`config.mk`:
```
export PLATFORM = sky130hd
export DESIGN_NAME = txr_regs
export DESIGN_NICKNAME = d
export VERILOG_FILES = /design/src/txr_pkg.sv /design/src/txr_regs.sv /design/src/txr_sync.sv /design/src/txr_checksum.sv
export VERILOG_INCLUDE_DIRS = /design/src
export SDC_FILE = /design/constraint.sdc
export NUM_CORES = 1
export LEC_CHECK = 0
export ABC_AREA = 1
export BUFFER_PORTS_ARGS = -buffer_cell sky130_fd_sc_hd__clkbuf_2
export CORE_MARGIN = 2
export CORE_UTILIZATION = 40
export DETAILED_ROUTE_END_ITERATION = 10
export PLACE_DENSITY_LB_ADDON = 0.08
export SKIP_LAST_GASP = 1
export SYNTH_ARGS = -nofsm -noshare
export SYNTH_HDL_FRONTEND = slang
export SYNTH_SLANG_ARGS = --single-unit
```
`constraint.sdc`:
```
create_clock -name clock -period 1.3 [get_ports clock]
set_input_delay 0.065 -clock clock [delete_from_list [all_inputs] [get_ports clock]]
set_output_delay 0.065 -clock clock [all_outputs]
set_load 0.1 [all_outputs]
```
`src/txr_defines.svh`:
```
// Purpose: Register indices, field positions and reset values
// Assumes: Byte address of a register is four times its index
// Notes:   Definitions only
`ifndef TXR_DEFINES_SVH
`define TXR_DEFINES_SVH

`define TXR_IDX_CHKSUM    6'h00
`define TXR_IDX_STATUS    6'h01
`define TXR_IDX_CFG0      6'h04
`define TXR_IDX_IRQ_STAT  6'h08
`define TXR_IDX_IRQ_MASK  6'h09

`define TXR_STAT_ONE      7
`define TXR_STAT_LBL      5
`define TXR_STAT_LBU      4
`define TXR_STAT_CAL      3
`define TXR_STAT_BRN      2
`define TXR_STAT_PAR      1
`define TXR_STAT_LCK      0
`define TXR_FLAGS_RESET   4'h4

`define TXR_CFG_STANDBY_STATE     7
`define TXR_CFG_FAILSAFE_DISABLE     4
`define TXR_CFG_BAND_HI   3
`define TXR_CFG_BAND_LO   2
`define TXR_CFG0_RESET    7'h06

`define TXR_IRQ_STANDBY_STATE     4
`define TXR_IRQ_RESET     5'h00
`define TXR_PARITY_BIT    8
`define TXR_CHKSUM_RESET  8'h00

`endif

```
`src/txr_pkg.sv`:
```
// Purpose: Shared types of the transmitter register bank
// Assumes: Constants come from txr_defines.svh
// Notes:   Types only
package txr_pkg;

	typedef enum logic
	{
		TXR_ACTIVE,
		TXR_STANDBY
	} txr_mode_t;

	typedef enum logic [1:0]
	{
		TXR_BAND_300,
		TXR_BAND_433,
		TXR_BAND_863,
		TXR_BAND_902
	} txr_band_t;

	// Detector levels from the analog side
	typedef struct packed
	{
		logic wake;
		logic low_battery_lower;
		logic low_battery_upper;
		logic calibration_fail;
		logic brownout;
		logic lock_loss;
	} txr_detect_t;

	typedef struct packed
	{
		txr_detect_t first;
		txr_detect_t second;
	} txr_sync_state_t;

	typedef struct packed
	{
		logic [7:0] sum;
	} txr_cks_state_t;

	typedef struct packed
	{
		logic [6:0] cfg;
		logic [3:0] flags;
		txr_mode_t  mode;
		logic [4:0] istat;
		logic [4:0] imask;
		logic [7:0] rdata;
		logic       standby_state_pulse;
	} txr_state_t;

endpackage : txr_pkg

```
`src/txr_regs.sv`:
```
// Purpose: Transmitter checksum, status and configuration registers on APB
// Assumes: Detector pins asynchronous; APB master on clock
// Notes:   Zero-wait APB slave, read data registered in setup
//
// Functional notes
// - Status bit 7 always reads one
// - Low-battery flags read live, invalid in standby
// - Brownout flag sets on event, default one
// - Lock loss sets bit 0
// - Standby command bit self-clears after taking
// - Config bits 3:2 select the RF band
// - Clear-after-write bits return to their default
`timescale 1ns/1ps
`default_nettype none
`include "txr_defines.svh"

module txr_regs
	import txr_pkg::*;
(
	input  wire logic        clock,
	input  wire logic        reset,
	input  wire logic [7:0]  paddr,
	input  wire logic        psel,
	input  wire logic        penable,
	input  wire logic        pwrite,
	input  wire logic [31:0] pwdata,
	input  wire logic [3:0]  pstrb,
	output logic      [31:0] prdata,
	output logic             pready,
	output logic             pslverr,
	input  wire logic        low_battery_lower_pin,
	input  wire logic        low_battery_upper_pin,
	input  wire logic        calibration_fail_pin,
	input  wire logic        brownout_pin,
	input  wire logic        lock_loss_pin,
	input  wire logic        wake_pin,
	output logic             enter_standby_cmd,
	output logic             standby_state,
	output logic             failsafe_disable,
	output txr_band_t        radio_band_select,
	output logic             irq
);

	txr_state_t  state_reg;
	txr_state_t  state_next;
	txr_detect_t pins;
	txr_detect_t det;
	logic [7:0]  checksum;
	logic [5:0]  index;
	logic        mapped;
	logic        setup;
	logic        access;
	logic        wr_take;
	logic        wr_byte;
	logic        parity_bad;
	logic        wr_chksum;
	logic        wr_status;
	logic        wr_cfg;
	logic        wr_istat;
	logic        wr_imask;
	logic [3:0]  flag_set;
	logic [4:0]  irq_event;
	logic [7:0]  status_view;

	function automatic logic hit(input logic [7:0] addr, input logic [5:0] idx);
		hit = (addr[1:0] == 2'h0) && (addr[7:2] == idx);
	endfunction : hit

	assign pins = '{wake:              wake_pin,
	                low_battery_lower: low_battery_lower_pin,
	                low_battery_upper: low_battery_upper_pin,
	                calibration_fail:  calibration_fail_pin,
	                brownout:          brownout_pin,
	                lock_loss:         lock_loss_pin};

	txr_sync u_sync
	(
		.clock    (clock),
		.reset    (reset),
		.async_in (pins),
		.sync_out (det)
	);

	// Bus decode
	assign index   = paddr[7:2];
	assign mapped  = hit(paddr, `TXR_IDX_CHKSUM) || hit(paddr, `TXR_IDX_STATUS)
	              || hit(paddr, `TXR_IDX_CFG0) || hit(paddr, `TXR_IDX_IRQ_STAT)
	              || hit(paddr, `TXR_IDX_IRQ_MASK);
	assign setup   = psel && !penable;
	assign access  = psel && penable;
	assign pready  = access;
	assign pslverr = access && !mapped;
	assign wr_take = access && pwrite && mapped;
	assign wr_byte = wr_take && pstrb[0];

	// Even parity over data byte and parity bit
	assign parity_bad = wr_take && (^pwdata[`TXR_PARITY_BIT:0]);

	assign wr_chksum = wr_byte && hit(paddr, `TXR_IDX_CHKSUM);
	assign wr_status = wr_byte && hit(paddr, `TXR_IDX_STATUS);
	assign wr_cfg    = wr_byte && hit(paddr, `TXR_IDX_CFG0);
	assign wr_istat  = wr_byte && hit(paddr, `TXR_IDX_IRQ_STAT);
	assign wr_imask  = wr_byte && hit(paddr, `TXR_IDX_IRQ_MASK);

	txr_checksum u_checksum
	(
		.clock (clock),
		.reset (reset),
		.take  (wr_byte && !wr_chksum),
		.clear (wr_chksum),
		.index (index),
		.data  (pwdata[7:0]),
		.value (checksum)
	);

	assign flag_set[`TXR_STAT_CAL] = det.calibration_fail;
	assign flag_set[`TXR_STAT_BRN] = det.brownout;
	assign flag_set[`TXR_STAT_PAR] = parity_bad;
	assign flag_set[`TXR_STAT_LCK] = det.lock_loss;

	assign irq_event[3:0]          = flag_set & ~state_reg.flags;
	assign irq_event[`TXR_IRQ_STANDBY_STATE] = wr_cfg && pwdata[`TXR_CFG_STANDBY_STATE];

	always_comb
	begin
		status_view = {4'h0, state_reg.flags};
		status_view[`TXR_STAT_ONE] = 1'b1;
		status_view[`TXR_STAT_LBL] = det.low_battery_lower && (state_reg.mode == TXR_ACTIVE);
		status_view[`TXR_STAT_LBU] = det.low_battery_upper && (state_reg.mode == TXR_ACTIVE);
	end

	always_comb
	begin
		state_next = state_reg;
		state_next.standby_state_pulse = 1'b0;

		// Clear-after-write returns to default; a same-cycle event wins
		if (wr_status)
			state_next.flags = `TXR_FLAGS_RESET;
		state_next.flags = state_next.flags | flag_set;

		if (wr_cfg)
			state_next.cfg = pwdata[6:0];

		unique case (state_reg.mode)
			TXR_ACTIVE:
			begin
				if (wr_cfg && pwdata[`TXR_CFG_STANDBY_STATE])
				begin
					state_next.mode        = TXR_STANDBY;
					state_next.standby_state_pulse = 1'b1;
				end
			end
			TXR_STANDBY:
			begin
				if (wr_cfg && pwdata[`TXR_CFG_STANDBY_STATE])
					state_next.standby_state_pulse = 1'b1;
				else if (det.wake)
					state_next.mode = TXR_ACTIVE;
			end
		endcase

		if (wr_istat)
			state_next.istat = state_reg.istat & ~pwdata[4:0];
		state_next.istat = state_next.istat | irq_event;
		if (wr_imask)
			state_next.imask = pwdata[4:0];

		if (setup)
		begin
			state_next.rdata = 8'h00;
			if (hit(paddr, `TXR_IDX_CHKSUM))
				state_next.rdata = checksum;
			else if (hit(paddr, `TXR_IDX_STATUS))
				state_next.rdata = status_view;
			else if (hit(paddr, `TXR_IDX_CFG0))
				state_next.rdata = {1'b0, state_reg.cfg};
			else if (hit(paddr, `TXR_IDX_IRQ_STAT))
				state_next.rdata = {3'h0, state_reg.istat};
			else if (hit(paddr, `TXR_IDX_IRQ_MASK))
				state_next.rdata = {3'h0, state_reg.imask};
		end
	end

	always_ff @(posedge clock)
	begin
		if (reset)
		begin
			state_reg.cfg         <= `TXR_CFG0_RESET;
			state_reg.flags       <= `TXR_FLAGS_RESET;
			state_reg.mode        <= TXR_ACTIVE;
			state_reg.istat       <= `TXR_IRQ_RESET;
			state_reg.imask       <= `TXR_IRQ_RESET;
			state_reg.rdata       <= 8'h00;
			state_reg.standby_state_pulse <= 1'b0;
		end
		else
			state_reg <= state_next;
	end

	assign prdata            = {24'h000000, state_reg.rdata};
	assign enter_standby_cmd = state_reg.standby_state_pulse;
	assign standby_state     = (state_reg.mode == TXR_STANDBY);
	assign failsafe_disable  = state_reg.cfg[`TXR_CFG_FAILSAFE_DISABLE];
	assign radio_band_select = txr_band_t'(state_reg.cfg[`TXR_CFG_BAND_HI:`TXR_CFG_BAND_LO]);
	assign irq               = |(state_reg.istat & state_reg.imask);

	logic       reading_status;
	logic [1:0] lowbatt_now;
	assign reading_status = setup && hit(paddr, `TXR_IDX_STATUS);
	assign lowbatt_now    = {det.low_battery_lower, det.low_battery_upper};
endmodule : txr_regs

`default_nettype wire

```
`src/txr_sync.sv`:
```
// Purpose: Two-stage synchroniser for detector pins
// Assumes: Pins are asynchronous to clock
// Notes:   First stage feeds only the second
`timescale 1ns/1ps
`default_nettype none

module txr_sync
	import txr_pkg::*;
(
	input  wire logic        clock,
	input  wire logic        reset,
	input  wire txr_detect_t async_in,
	output var  txr_detect_t sync_out
);

	txr_sync_state_t state_reg;
	txr_sync_state_t state_next;

	always_comb
	begin
		state_next.first  = async_in;
		state_next.second = state_reg.first;
	end

	always_ff @(posedge clock)
	begin
		if (reset)
			state_reg <= '0;
		else
			state_reg <= state_next;
	end

	assign sync_out = state_reg.second;

endmodule : txr_sync

`default_nettype wire

```
`src/txr_checksum.sv`:
```
// Purpose: Running checksum of register write traffic
// Assumes: take and clear are one-cycle pulses on clock
// Notes:   Rotate-left then xor of index and data
`timescale 1ns/1ps
`default_nettype none
`include "txr_defines.svh"

module txr_checksum
	import txr_pkg::*;
(
	input  wire logic       clock,
	input  wire logic       reset,
	input  wire logic       take,
	input  wire logic       clear,
	input  wire logic [5:0] index,
	input  wire logic [7:0] data,
	output logic      [7:0] value
);

	txr_cks_state_t state_reg;
	txr_cks_state_t state_next;

	always_comb
	begin
		state_next = state_reg;
		if (clear)
			state_next.sum = `TXR_CHKSUM_RESET;
		// A same-cycle take accumulates onto the cleared sum
		if (take)
			state_next.sum = {state_next.sum[6:0], state_next.sum[7]} ^ data ^ {2'h0, index};
	end

	always_ff @(posedge clock)
	begin
		if (reset)
			state_reg.sum <= `TXR_CHKSUM_RESET;
		else
			state_reg <= state_next;
	end

	assign value = state_reg.sum;

endmodule : txr_checksum

`default_nettype wire

```
==> run_results.csv, run 1 <==
group,metric,value,unit
outcome,status,"finished with violations",
outcome,violations,"setup timing",
run,drv_cap,0,
drt,wirelength_met1,3490,um
worst_setup_path,path_cells,"inv_2, o21ai_2, a21oi_2, o211ai_1, clkbuf_16",
pwr,power_switching,1.14,mW
timing,drv_slew,0,
layout,syn2layout_area_growth,27.3,%
yosys,synth_area_leaders,"dfxtp_1, nand2_1, buf_4",
worst_setup_path,timing.rr.start,"u_checksum.value[1]",
yosys,synth.distinct_cells,32,
timing,finalHoldViolations,0,
drt,dr.max_layer_used,"met4",
worst_setup_path,path_buf_inv,2,
cts,cts_tree,"yes",
pwr,p_leak,1.68,nW
worst_setup_path,worst_path_dominant_cell_family,"flip-flops",
drt,wl_met3,332,um
timing,relSlewSlack,64.2,%
yosys,syn_area,2800,um^2
drt,num_vias,2591,
layout,drive_gt1_share,30.1,%
placed_design,place_area,3320,um^2
yosys,synth_top_area_share,36.5,%
cts,root_buffer,"clkbuf_8",
layout,largest_reg_flops,18,
drt,drc_errors,0,
grt,grt_max_degree,25,
timing,worstMarginPinSlew,0.539,ns
cts,worstSkewPairLatency,0.30,ns
floorplan,core,6790,um^2
grt,antenna_found_initial,0,
yosys,ys_seq_area_share,36.5,%
pwr,combPwrFrac,22.8,%
drt,drt_iter0_drc,148,
worst_setup_path,crit_type,"register to output port",
timing,finalHoldWorstSlack,0.0487,ns
worst_setup_path,end_kind,"output port",
drt,avgViaCountPerCell,4.51,
pwr,internal_power,2.15,mW
placed_design,port_buffers,44,
floorplan,rows,30,
worst_setup_path,slowest_delay,0.35,ns
pwr,powerDensity,924,nW/um^2
timing,setup_violations,1,
drt,wire_per_inst,12.5,um
timing,clock_skew,0.00419,ns
timing,fin_ws,-0.0617,ns
grt,grt_usage,19.6,%
timing,finalCritPeriodShare,105,%
placed_design,routabilityCongestion,0.872,
hold_path,min_from,"pwdata[5]",
layout,stdcell_area,3560,um^2
hold_path,hold_class,"input pin to register",
yosys,postSynthCellCount,398,
layout,num-nets-final,533,
cts,clockBufferDepth,2,
floorplan,die_w,87.6,um
yosys,ys_ff_latch,51,
worst_setup_path,crit_required,1.24,ns
worst_setup_path,crit_start,"state_reg[18]",
timing,fmax,734,MHz
worst_setup_path,slowest_stage,"dfxtp_2",
grt,first_global_vias,2335,
grt,gr-total-overflow,0,
drt,route.met2.wl,3330,um
drt,wirelength,7190,um
timing,period_minus_slack,1.36,ns
timing,grt_setup_unrepaired,"true",
pwr,seq_power_share,48.8,%
worst_setup_path,critPathLaunchType,"register",
floorplan,fp.dieH,87.6,um
drt,firstDrtPassIters,4,
yosys,yosysWarnings,0,
yosys,avgSynthCellArea,7.03,um^2
pwr,p_sw_share,34.7,%
pwr,vdd_drop_max,0.000681,V
worst_setup_path,crit_arrival,1.30,ns
cts,cts_sinks,51,
pwr,pwr-share-clk,28.4,%
layout,fillers,691,
drt,ant_nets,0,
grt,grt_pass1_wl,11500,um
layout,antenna_cells,0,
cts,cts-buffers-inserted,5,
floorplan,initial_core_util,41.2,%
floorplan,design.portCount,95,
worst_setup_path,crit_fanout,2,
cts,cts_max_level,2,
yosys,yosys.area.top_type,"dfxtp_1",
floorplan,dieArea,7680,um^2
placed_design,place_hpwl,5440,um
cts,cts.clk_slew.worst_paths,0.10,ns
## final timing paths
kind / end / slack, ns / cells after the start
max reg2reg: u_checksum.value[2] / 0.33 / 4
min reg2reg: u_sync.sync_out[4] / 0.41 / 2
max: irq / -0.06 / 5
min: state_reg[29] / 0.05 / 3
## stage by stage
| stage | util [%] | total power, mW | setup slack, ns | cells | setup TNS [ns] |
|---|---|---|---|---|---|
| after floorplan | - | 2.25 | -0.594 | 421 | -0.886 |
| after global placement | 48.9 | 2.36 | -0.246 | 558 | -5.77 |
| after detailed placement | 48.9 | 2.37 | -0.247 | 558 | -6.18 |
| after CTS | 51.3 | 3.32 | -0.0296 | 573 | -0.0296 |
| after global routing | 52.4 | 3.45 | -0.114 | 575 | -0.212 |
| final | 52.4 | 3.29 | -0.0617 | 575 | -0.0617 |
## cells in the final DEF (no fill, tap or decap), types with 2 or more instances in the layout
master | Yosys | final
clkbuf_8 | 0 | 5
nand2_8 | 1 | 2
inv_2 | 4 | 7
dfxtp_1 | 51 | 44
nor2_2 | 6 | 9
conb_1 | 1 | 24
clkbuf_2 | 0 | 39
buf_4 | 34 | 43
o21ai_1 | 3 | 3
xor2_1 | 8 | 8
o211ai_2 | 2 | 2
nand2_1 | 101 | 96
inv_1 | 48 | 44
nor2_8 | 2 | 2
clkinv_4 | 0 | 2
nor2_4 | 1 | 3
nand3_4 | 2 | 2
buf_12 | 0 | 3
xnor2_1 | 8 | 8
o211ai_1 | 3 | 3
nor2_1 | 40 | 35
nand4_1 | 3 | 3
dlygate4sd3_1 | 0 | 7
nand3_2 | 0 | 2
dfxtp_2 | 0 | 7
a21oi_2 | 2 | 5
nand2_2 | 2 | 5
a21oi_1 | 35 | 32
nand3_1 | 17 | 15
o21ai_0 | 9 | 8
## final cells by class
| cell class | count | area [um^2] | share of cell area (%) |
|---|---|---|---|
| Sequential cell | 51 | 1030 | 28.9 |
| Multi-Input combinational cell | 275 | 1450 | 40.7 |
| Clock inverter | 2 | 17.5 | 0.492 |
| Inverter | 52 | 199 | 5.59 |
| Clock buffer | 6 | 72.6 | 2.04 |
| Tap cell | 96 | 120 | 3.37 |
| Timing Repair Buffer | 93 | 673 | 18.9 |
## synth_stat cells
cell type and n:
nand2_1 101, dfxtp_1 51, inv_1 48, nor2_1 40
a21oi_1 35, buf_4 34, nand3_1 17, o21ai_0 9
xnor2_1 8, xor2_1 8, clkbuf_1 7, nor2_2 6
inv_2 4, nand4_1 3, o211ai_1 3, o21ai_1 3
a21oi_2 2, nand2_2 2, nand3_4 2, nor2_8 2
o211ai_2 2, a32oi_1 1, buf_2 1, buf_6 1
conb_1 1, nand2_8 1, nand3b_1 1, nand4_2 1
nor2_4 1, nor3_1 1, o32ai_1 1, or2_2 1
## power by group through the flow
stage	Combinational (mW)	Clock (mW)	Sequential, mW
3_3_place_gp	0.721	0	1.64
4_1_cts	0.740	0.972	1.60
5_1_grt	0.797	1.05	1.61
3_5_place_dp	0.725	0	1.64
6_report	0.751	0.935	1.60
2_1_floorplan	0.614	0	1.64
## per-layer routing
layer | up-vias | track usage (%)
met1 | 1183 | 27.4
met5 | - | 0
met3 | 2 | 2.83
li1 | 1340 | -
met2 | 66 | 32.4
met4 | 0 | 3.78
## cell families after synthesis
logic type             synth area share [%]
AND/OR/NAND/NOR                        29.4
flip-flops                             36.5
other                                 0.134
AO/OA/AOI/OAI                          11.4
XOR/XNOR                               5.01
buffers and inverters                  17.6
## what timing repair did
action	4_1_cts	5_1_grt
hold buffers	6	1
pin swaps	2	5
endpoints found under the setup margin	1	24
hold endpoints to repair	6	1
setup buffers	1	1
gates resized for setup	8	15
## worst min-delay path, delay by kind of cell
kind                   cells  cell delay (ns)
and+or+nand+nor            1             0.07
buffers and inverters      1             0.12
AOI/OAI and AO/OA          1             0.06
No activity file was read; power rests on OpenSTA's default activity.
==> run 2: changes to the inputs <==
--- a/config.mk
+++ b/config.mk
@@ -15,4 +15,5 @@
 export SKIP_LAST_GASP = 1
 export SYNTH_ARGS = -nofsm -noshare
 export SYNTH_HDL_FRONTEND = slang
+export SYNTH_HIERARCHICAL = 1
 export SYNTH_SLANG_ARGS = --single-unit
==> run_results.csv, run 2 <==
group,metric,value,unit
grt,first_global_vias,2558,
worst_setup_path,crit_fanout,2,
layout,drive_gt1_share,24.7,%
layout,largest_reg_flops,18,
worst_setup_path,rrSetupSlack,0.20,ns
worst_setup_path,path_cells,"inv_2, o22ai_2, a21oi_2, o221ai_2, buf_12",
layout,stdcell_area,3630,um^2
grt,grt-busiest-layer,"met2",
placed_design,pre_cts_ws,-0.263,ns
floorplan,initial_core_util,41.0,%
grt,antenna_found_initial,0,
drt,drt_iter0_drc,141,
worst_setup_path,crit_required,1.24,ns
worst_setup_path,endpoint,"irq",
timing,finalCritPeriodShare,97.2,%
pwr,powerDensity,930,nW/um^2
placed_design,place_hpwl,5610,um
timing,setup_violations,0,
timing,worstMarginPinSlew,0.548,ns
floorplan,fp.dieH,90.0,um
layout,final_cell_mix,"nand2_1, inv_1, nor2_1, dfxtp_1, buf_4",
worst_setup_path,end_kind,"output port",
grt,grt_max_degree,32,
timing,fin_ws,0.0363,ns
cts,cts.clk_slew.worst_paths,0.11,ns
layout,antenna_cells,0,
worst_setup_path,crit_arrival,1.20,ns
layout,final_common_cell,"nand2_1",
hold_path,hold_class,"input pin to register",
worst_setup_path,crit_start,"state_reg[12]",
yosys,synth_edf_count,0,
outcome,status,"finished clean",
layout,utilization,50.3,%
pwr,p_leak,1.99,nW
drt,num_vias,2826,
worst_setup_path,crit_type,"register to output port",
timing,clock_skew,0.0129,ns
drt,wire_per_inst,11.3,um
timing,grt_setup_unrepaired,"true",
cts,clockBufferDepth,2,
layout,multi_input_area,1420,um^2
worst_setup_path,rr_endpoint,"prdata[4]",
floorplan,design.portCount,95,
yosys,synth.most_common_cell,"nand2_1",
placed_design,place_area,3410,um^2
yosys,postSynthCellCount,463,
timing,drv_slew,0,
worst_setup_path,reg2reg_depth,7,
placed_design,port_buffers,44,
layout,final_cells,641,
placed_design,routabilityCongestion,0.813,
layout,num-nets-final,596,
yosys,async_reset_ff_share,0,%
cts,root_buffer,"clkbuf_8",
yosys,ys_ff_latch,51,
drt,avgViaCountPerCell,4.41,
yosys,ys_seq_area_share,34.5,%
floorplan,die_w,90.0,um
layout,syn2layout_area_growth,22.7,%
floorplan,rows,31,
grt,grt_usage,18.4,%
floorplan,core,7210,um^2
drt,firstDrtPassIters,4,
layout,seq_area,1030,um^2
pwr,vdd_drop_max,0.000509,V
run,drv_cap,0,
drt,wirelength,7220,um
placed_design,place_inst,623,
cts,cts_max_level,2,
drt,drc_errors,0,
grt,grt.met3_usage,3.19,%
cts,cts_sinks,51,
timing,fmax,791,MHz
yosys,synthTopCellsByCount,"nand2_1, inv_1, nor2_1",
yosys,ys_dominant_reg_cell,"dfxtp_1",
yosys,yosys.area.top_type,"dfxtp_1",
grt,gr-total-overflow,0,
grt,met2_usage,30.9,%
yosys,yosysWarnings,6,
worst_setup_path,critPathLaunchType,"register",
yosys,avgSynthCellArea,6.38,um^2
yosys,synth_top_area_share,34.5,%
grt,met1_usage,25.7,%
timing,relSlewSlack,63.6,%
yosys,synth.distinct_cells,31,
worst_setup_path,slowest_stage,"dfxtp_2",
cts,worstSkewPairLatency,0.31,ns
yosys,synth_area_leaders,"dfxtp_1, nand2_1, inv_1",
floorplan,dieArea,8090,um^2
layout,fillers,768,
cts,cts_tree,"yes",
cts,cts-buffers-inserted,5,
pwr,total_power,3.37,mW
worst_setup_path,timing.rr.start,"state_reg[18]",
grt,grt_pass1_wl,12100,um
worst_setup_path,slowest_delay,0.34,ns
timing,finalHoldViolations,0,
drt,ant_nets,0,
timing,period_minus_slack,1.26,ns
yosys,syn_area,2960,um^2
## run 2: cells by family (layout without fill, tap and decap cells)
logic type | after synthesis | after routing | synth area share (%)
flip-flops | 51 | 51 | 34.5
buffers and inverters | 129 | 185 | 21.7
other | 1 | 24 | 0.127
AND/OR/NAND/NOR | 242 | 242 | 35.7
XOR/XNOR | 3 | 3 | 0.889
AO/OA/AOI/OAI | 37 | 37 | 6.99
## run 2: where the power goes
group | switching, mW | total (mW) | leakage (nW) | internal [mW]
sequential | 0.0149 | 1.61 | 0.418 | 1.60
combinational | 0.628 | 0.806 | 1.52 | 0.178
clock | 0.568 | 0.955 | 0.0485 | 0.387
total | 1.21 | 3.37 | 1.99 | 2.16
## run 2: worst min-delay path by stage
stage | to | startpoint | cells past startpoint | slack [ns]
floorplan | u_sync/state_next[4] | reset | 1 | 0.14
global placement | u_sync/state_next[5] | wake_pin | 3 | 0.26
detailed placement | u_sync/state_next[4] | low_battery_lower_pin | 3 | 0.26
CTS | state_reg[30] | pwdata[6] | 3 | 0.07
global route | state_reg[30] | pwdata[6] | 3 | 0.09
finish | state_reg[30] | pwdata[6] | 3 | 0.07
## run 2: routing by layer
layer | share of wire [%] | up-vias
met5 | 0 | -
met3 | 5.4 | 2
met4 | 0.28 | 0
met1 | 48 | 1260
li1 | - | 1501
met2 | 47 | 63
## run 2: what timing repair did
item,in CTS,in global routing
endpoints found under the hold margin,6,0
endpoints found under the setup margin,1,9
hold buffers,6,0
pin swaps,0,3
gates resized for setup,8,11
setup buffers,2,2
## run 2: worst max-delay path, delay by kind of cell, from the launching register on
kind | cells | cell delay, ns
AOI/OAI and AO/OA | 3 | 0.30
buffers and inverters | 2 | 0.25
DFF | 1 | 0.34
## run 2: layout make-up
| type | count | share of cell area (%) |
|---|---|---|
| Multi-Input combinational cell | 306 | 39.2 |
| Sequential cell | 51 | 28.4 |
| Timing Repair Buffer | 89 | 17.4 |
| Inverter | 88 | 9.11 |
| Tap cell | 99 | 3.41 |
| Clock buffer | 5 | 1.90 |
| Clock inverter | 3 | 0.621 |
## run 2: metrics by stage
step / TNS (ns) / hold slack, ns
after CTS: 0 / 0.0704
final: 0 / 0.0694
after detailed placement: -5.91 / 0.261
after floorplan: -0.576 / 0.136
after global placement: -4.85 / 0.259
after global routing: -0.0700 / 0.0875
==> run 3: changes to the inputs <==
--- a/config.mk
+++ b/config.mk
@@ -8,7 +8,8 @@
 export LEC_CHECK = 0
 export ABC_AREA = 1
 export BUFFER_PORTS_ARGS = -buffer_cell sky130_fd_sc_hd__clkbuf_2
-export CORE_MARGIN = 2
+export CORE_ASPECT_RATIO = 0.75
+export CORE_MARGIN = 8
 export CORE_UTILIZATION = 40
 export DETAILED_ROUTE_END_ITERATION = 10
 export PLACE_DENSITY_LB_ADDON = 0.08
==> run_results.csv, run 3 (synthesis gave the netlist of run 2 again) <==
group,metric,value,unit
layout,seq_area,1030,um^2
worst_setup_path,slowest_stage,"dfxtp_2",
cts,root_buffer,"clkbuf_8",
grt,gr-total-overflow,0,
drt,drt_iter0_drc,179,
worst_setup_path,crit_required,1.24,ns
worst_setup_path,path_cells,"inv_2, o22ai_2, a21oi_2, o221ai_2, buf_12",
timing,drv_slew,0,
timing,relSlewSlack,63.1,%
cts,clockBufferDepth,2,
grt,grt_pass1_wl,12500,um
worst_setup_path,crit_type,"register to output port",
timing,finalHoldViolations,0,
cts,cts_sinks,51,
grt,first_global_vias,2617,
placed_design,port_buffers,44,
drt,firstDrtPassIters,5,
worst_setup_path,slowest_delay,0.34,ns
cts,cts_tree,"yes",
pwr,p_leak,2.00,nW
worst_setup_path,end_kind,"output port",
pwr,vdd_drop_max,0.000510,V
pwr,powerDensity,937,nW/um^2
layout,fillers,762,
layout,final_cells,643,
layout,final_common_cell,"nand2_1",
drt,ant_nets,0,
grt,grt_usage,15.1,%
floorplan,initial_core_util,40.7,%
cts,cts.clk_slew.worst_paths,0.11,ns
floorplan,die_w,115,um
layout,final_cell_mix,"nand2_1, inv_1, nor2_1, dfxtp_1, buf_4",
run,drv_cap,0,
timing,clock_skew,0.00676,ns
placed_design,place_hpwl,6120,um
placed_design,routabilityCongestion,0.789,
timing,fmax,777,MHz
grt,grt_max_degree,32,
timing,finalHoldWorstSlack,0.0470,ns
cts,cts_max_level,2,
floorplan,design.portCount,95,
layout,syn2layout_area_growth,22.7,%
drt,wire_per_inst,12.0,um
drt,num_vias,2834,
floorplan,core,7260,um^2
timing,worstMarginPinSlew,0.557,ns
drt,drc_errors,0,
cts,cts-buffers-inserted,5,
worst_setup_path,critPathLaunchType,"register",
layout,antenna_cells,0,
layout,largest_reg_flops,18,
floorplan,fp.dieH,90.4,um
timing,setup_violations,0,
layout,multi_input_area,1420,um^2
drt,wirelength,7690,um
floorplan,dieArea,10400,um^2
worst_setup_path,crit_fanout,2,
hold_path,hold_class,"input pin to register",
worst_setup_path,crit_arrival,1.22,ns
timing,period_minus_slack,1.29,ns
timing,finalCritPeriodShare,99.1,%
cts,worstSkewPairLatency,0.32,ns
layout,num-nets-final,596,
grt,antenna_found_initial,0,
layout,drive_gt1_share,23.2,%
floorplan,rows,27,
outcome,status,"finished clean",
drt,avgViaCountPerCell,4.41,
timing,grt_setup_unrepaired,"true",
placed_design,place_inst,627,
run 3: cell count changes in the layout (fill, tap and decap cells not counted), sizes merged:
cell,previous run,this run
clkinvlp,0,1
clkinv,2,1
run 3: what timing repair did:
action	in CTS	in global routing
setup buffers	1	1
endpoints found under the hold margin	6	0
pin swaps	0	2
hold buffers	6	0
endpoints found under the setup margin	1	9
gates resized for setup	5	7
run 3: final timing paths:
kind	endpoint	slack [ns]	from	cells past startpoint
hold / removal	state_reg[30]	0.05	pwdata[6]	3
setup / recovery	irq	0.01	state_reg[18]	5
setup reg to reg	prdata[4]	0.20	state_reg[18]	7
hold reg to reg	u_sync/sync_out[2]	0.41	u_sync/state_next[2]	2
run 3: layer usage:
layer / track usage (%) / part of all wire (%) / vias to the layer above
li1: - / - / 1507
met1: 20.2 / 49 / 1257
met4: 3.71 / 0.66 / 0
met3: 2.87 / 6.1 / 5
met2: 24.1 / 44 / 65
met5: 0 / 0 / -
run 3: layout make-up:
cell class                 count  area share [%]
timing repair buffer          89            17.4
tap                          101            3.49
sequential                    51            28.3
clock buffer                   5            1.90
clock inverter                 3           0.759
inverter                      88            9.11
multi-input combinational    306            39.1
run 3: worst max-delay path: cells and delay by family, from the launching register on:
family                 cells  cell delay [ns]
AO/OA/AOI/OAI              3             0.30
buffers and inverters      2             0.25
flip-flops                 1             0.34
run 3: through the flow:
step                      power, mW  instance area, um^2  TNS (ns)  worst slack [ns]  util [%]
after floorplan                2.30                 3070    -0.576           -0.0782         -
after global placement         2.42                 3430     -4.51            -0.216      47.2
after detailed placement       2.43                 3430     -5.39            -0.297      47.2
after CTS                      3.43                 3600         0           0.00740      49.6
after global routing           3.54                 3630    -0.279           -0.0568      49.9
final                          3.40                 3630         0            0.0122      49.9
run 3: where the power goes:
| group | total (mW) | internal [mW] | switching, mW |
|---|---|---|---|
| clock | 0.991 | 0.396 | 0.595 |
| combinational | 0.794 | 0.172 | 0.622 |
| sequential | 1.61 | 1.60 | 0.0168 |
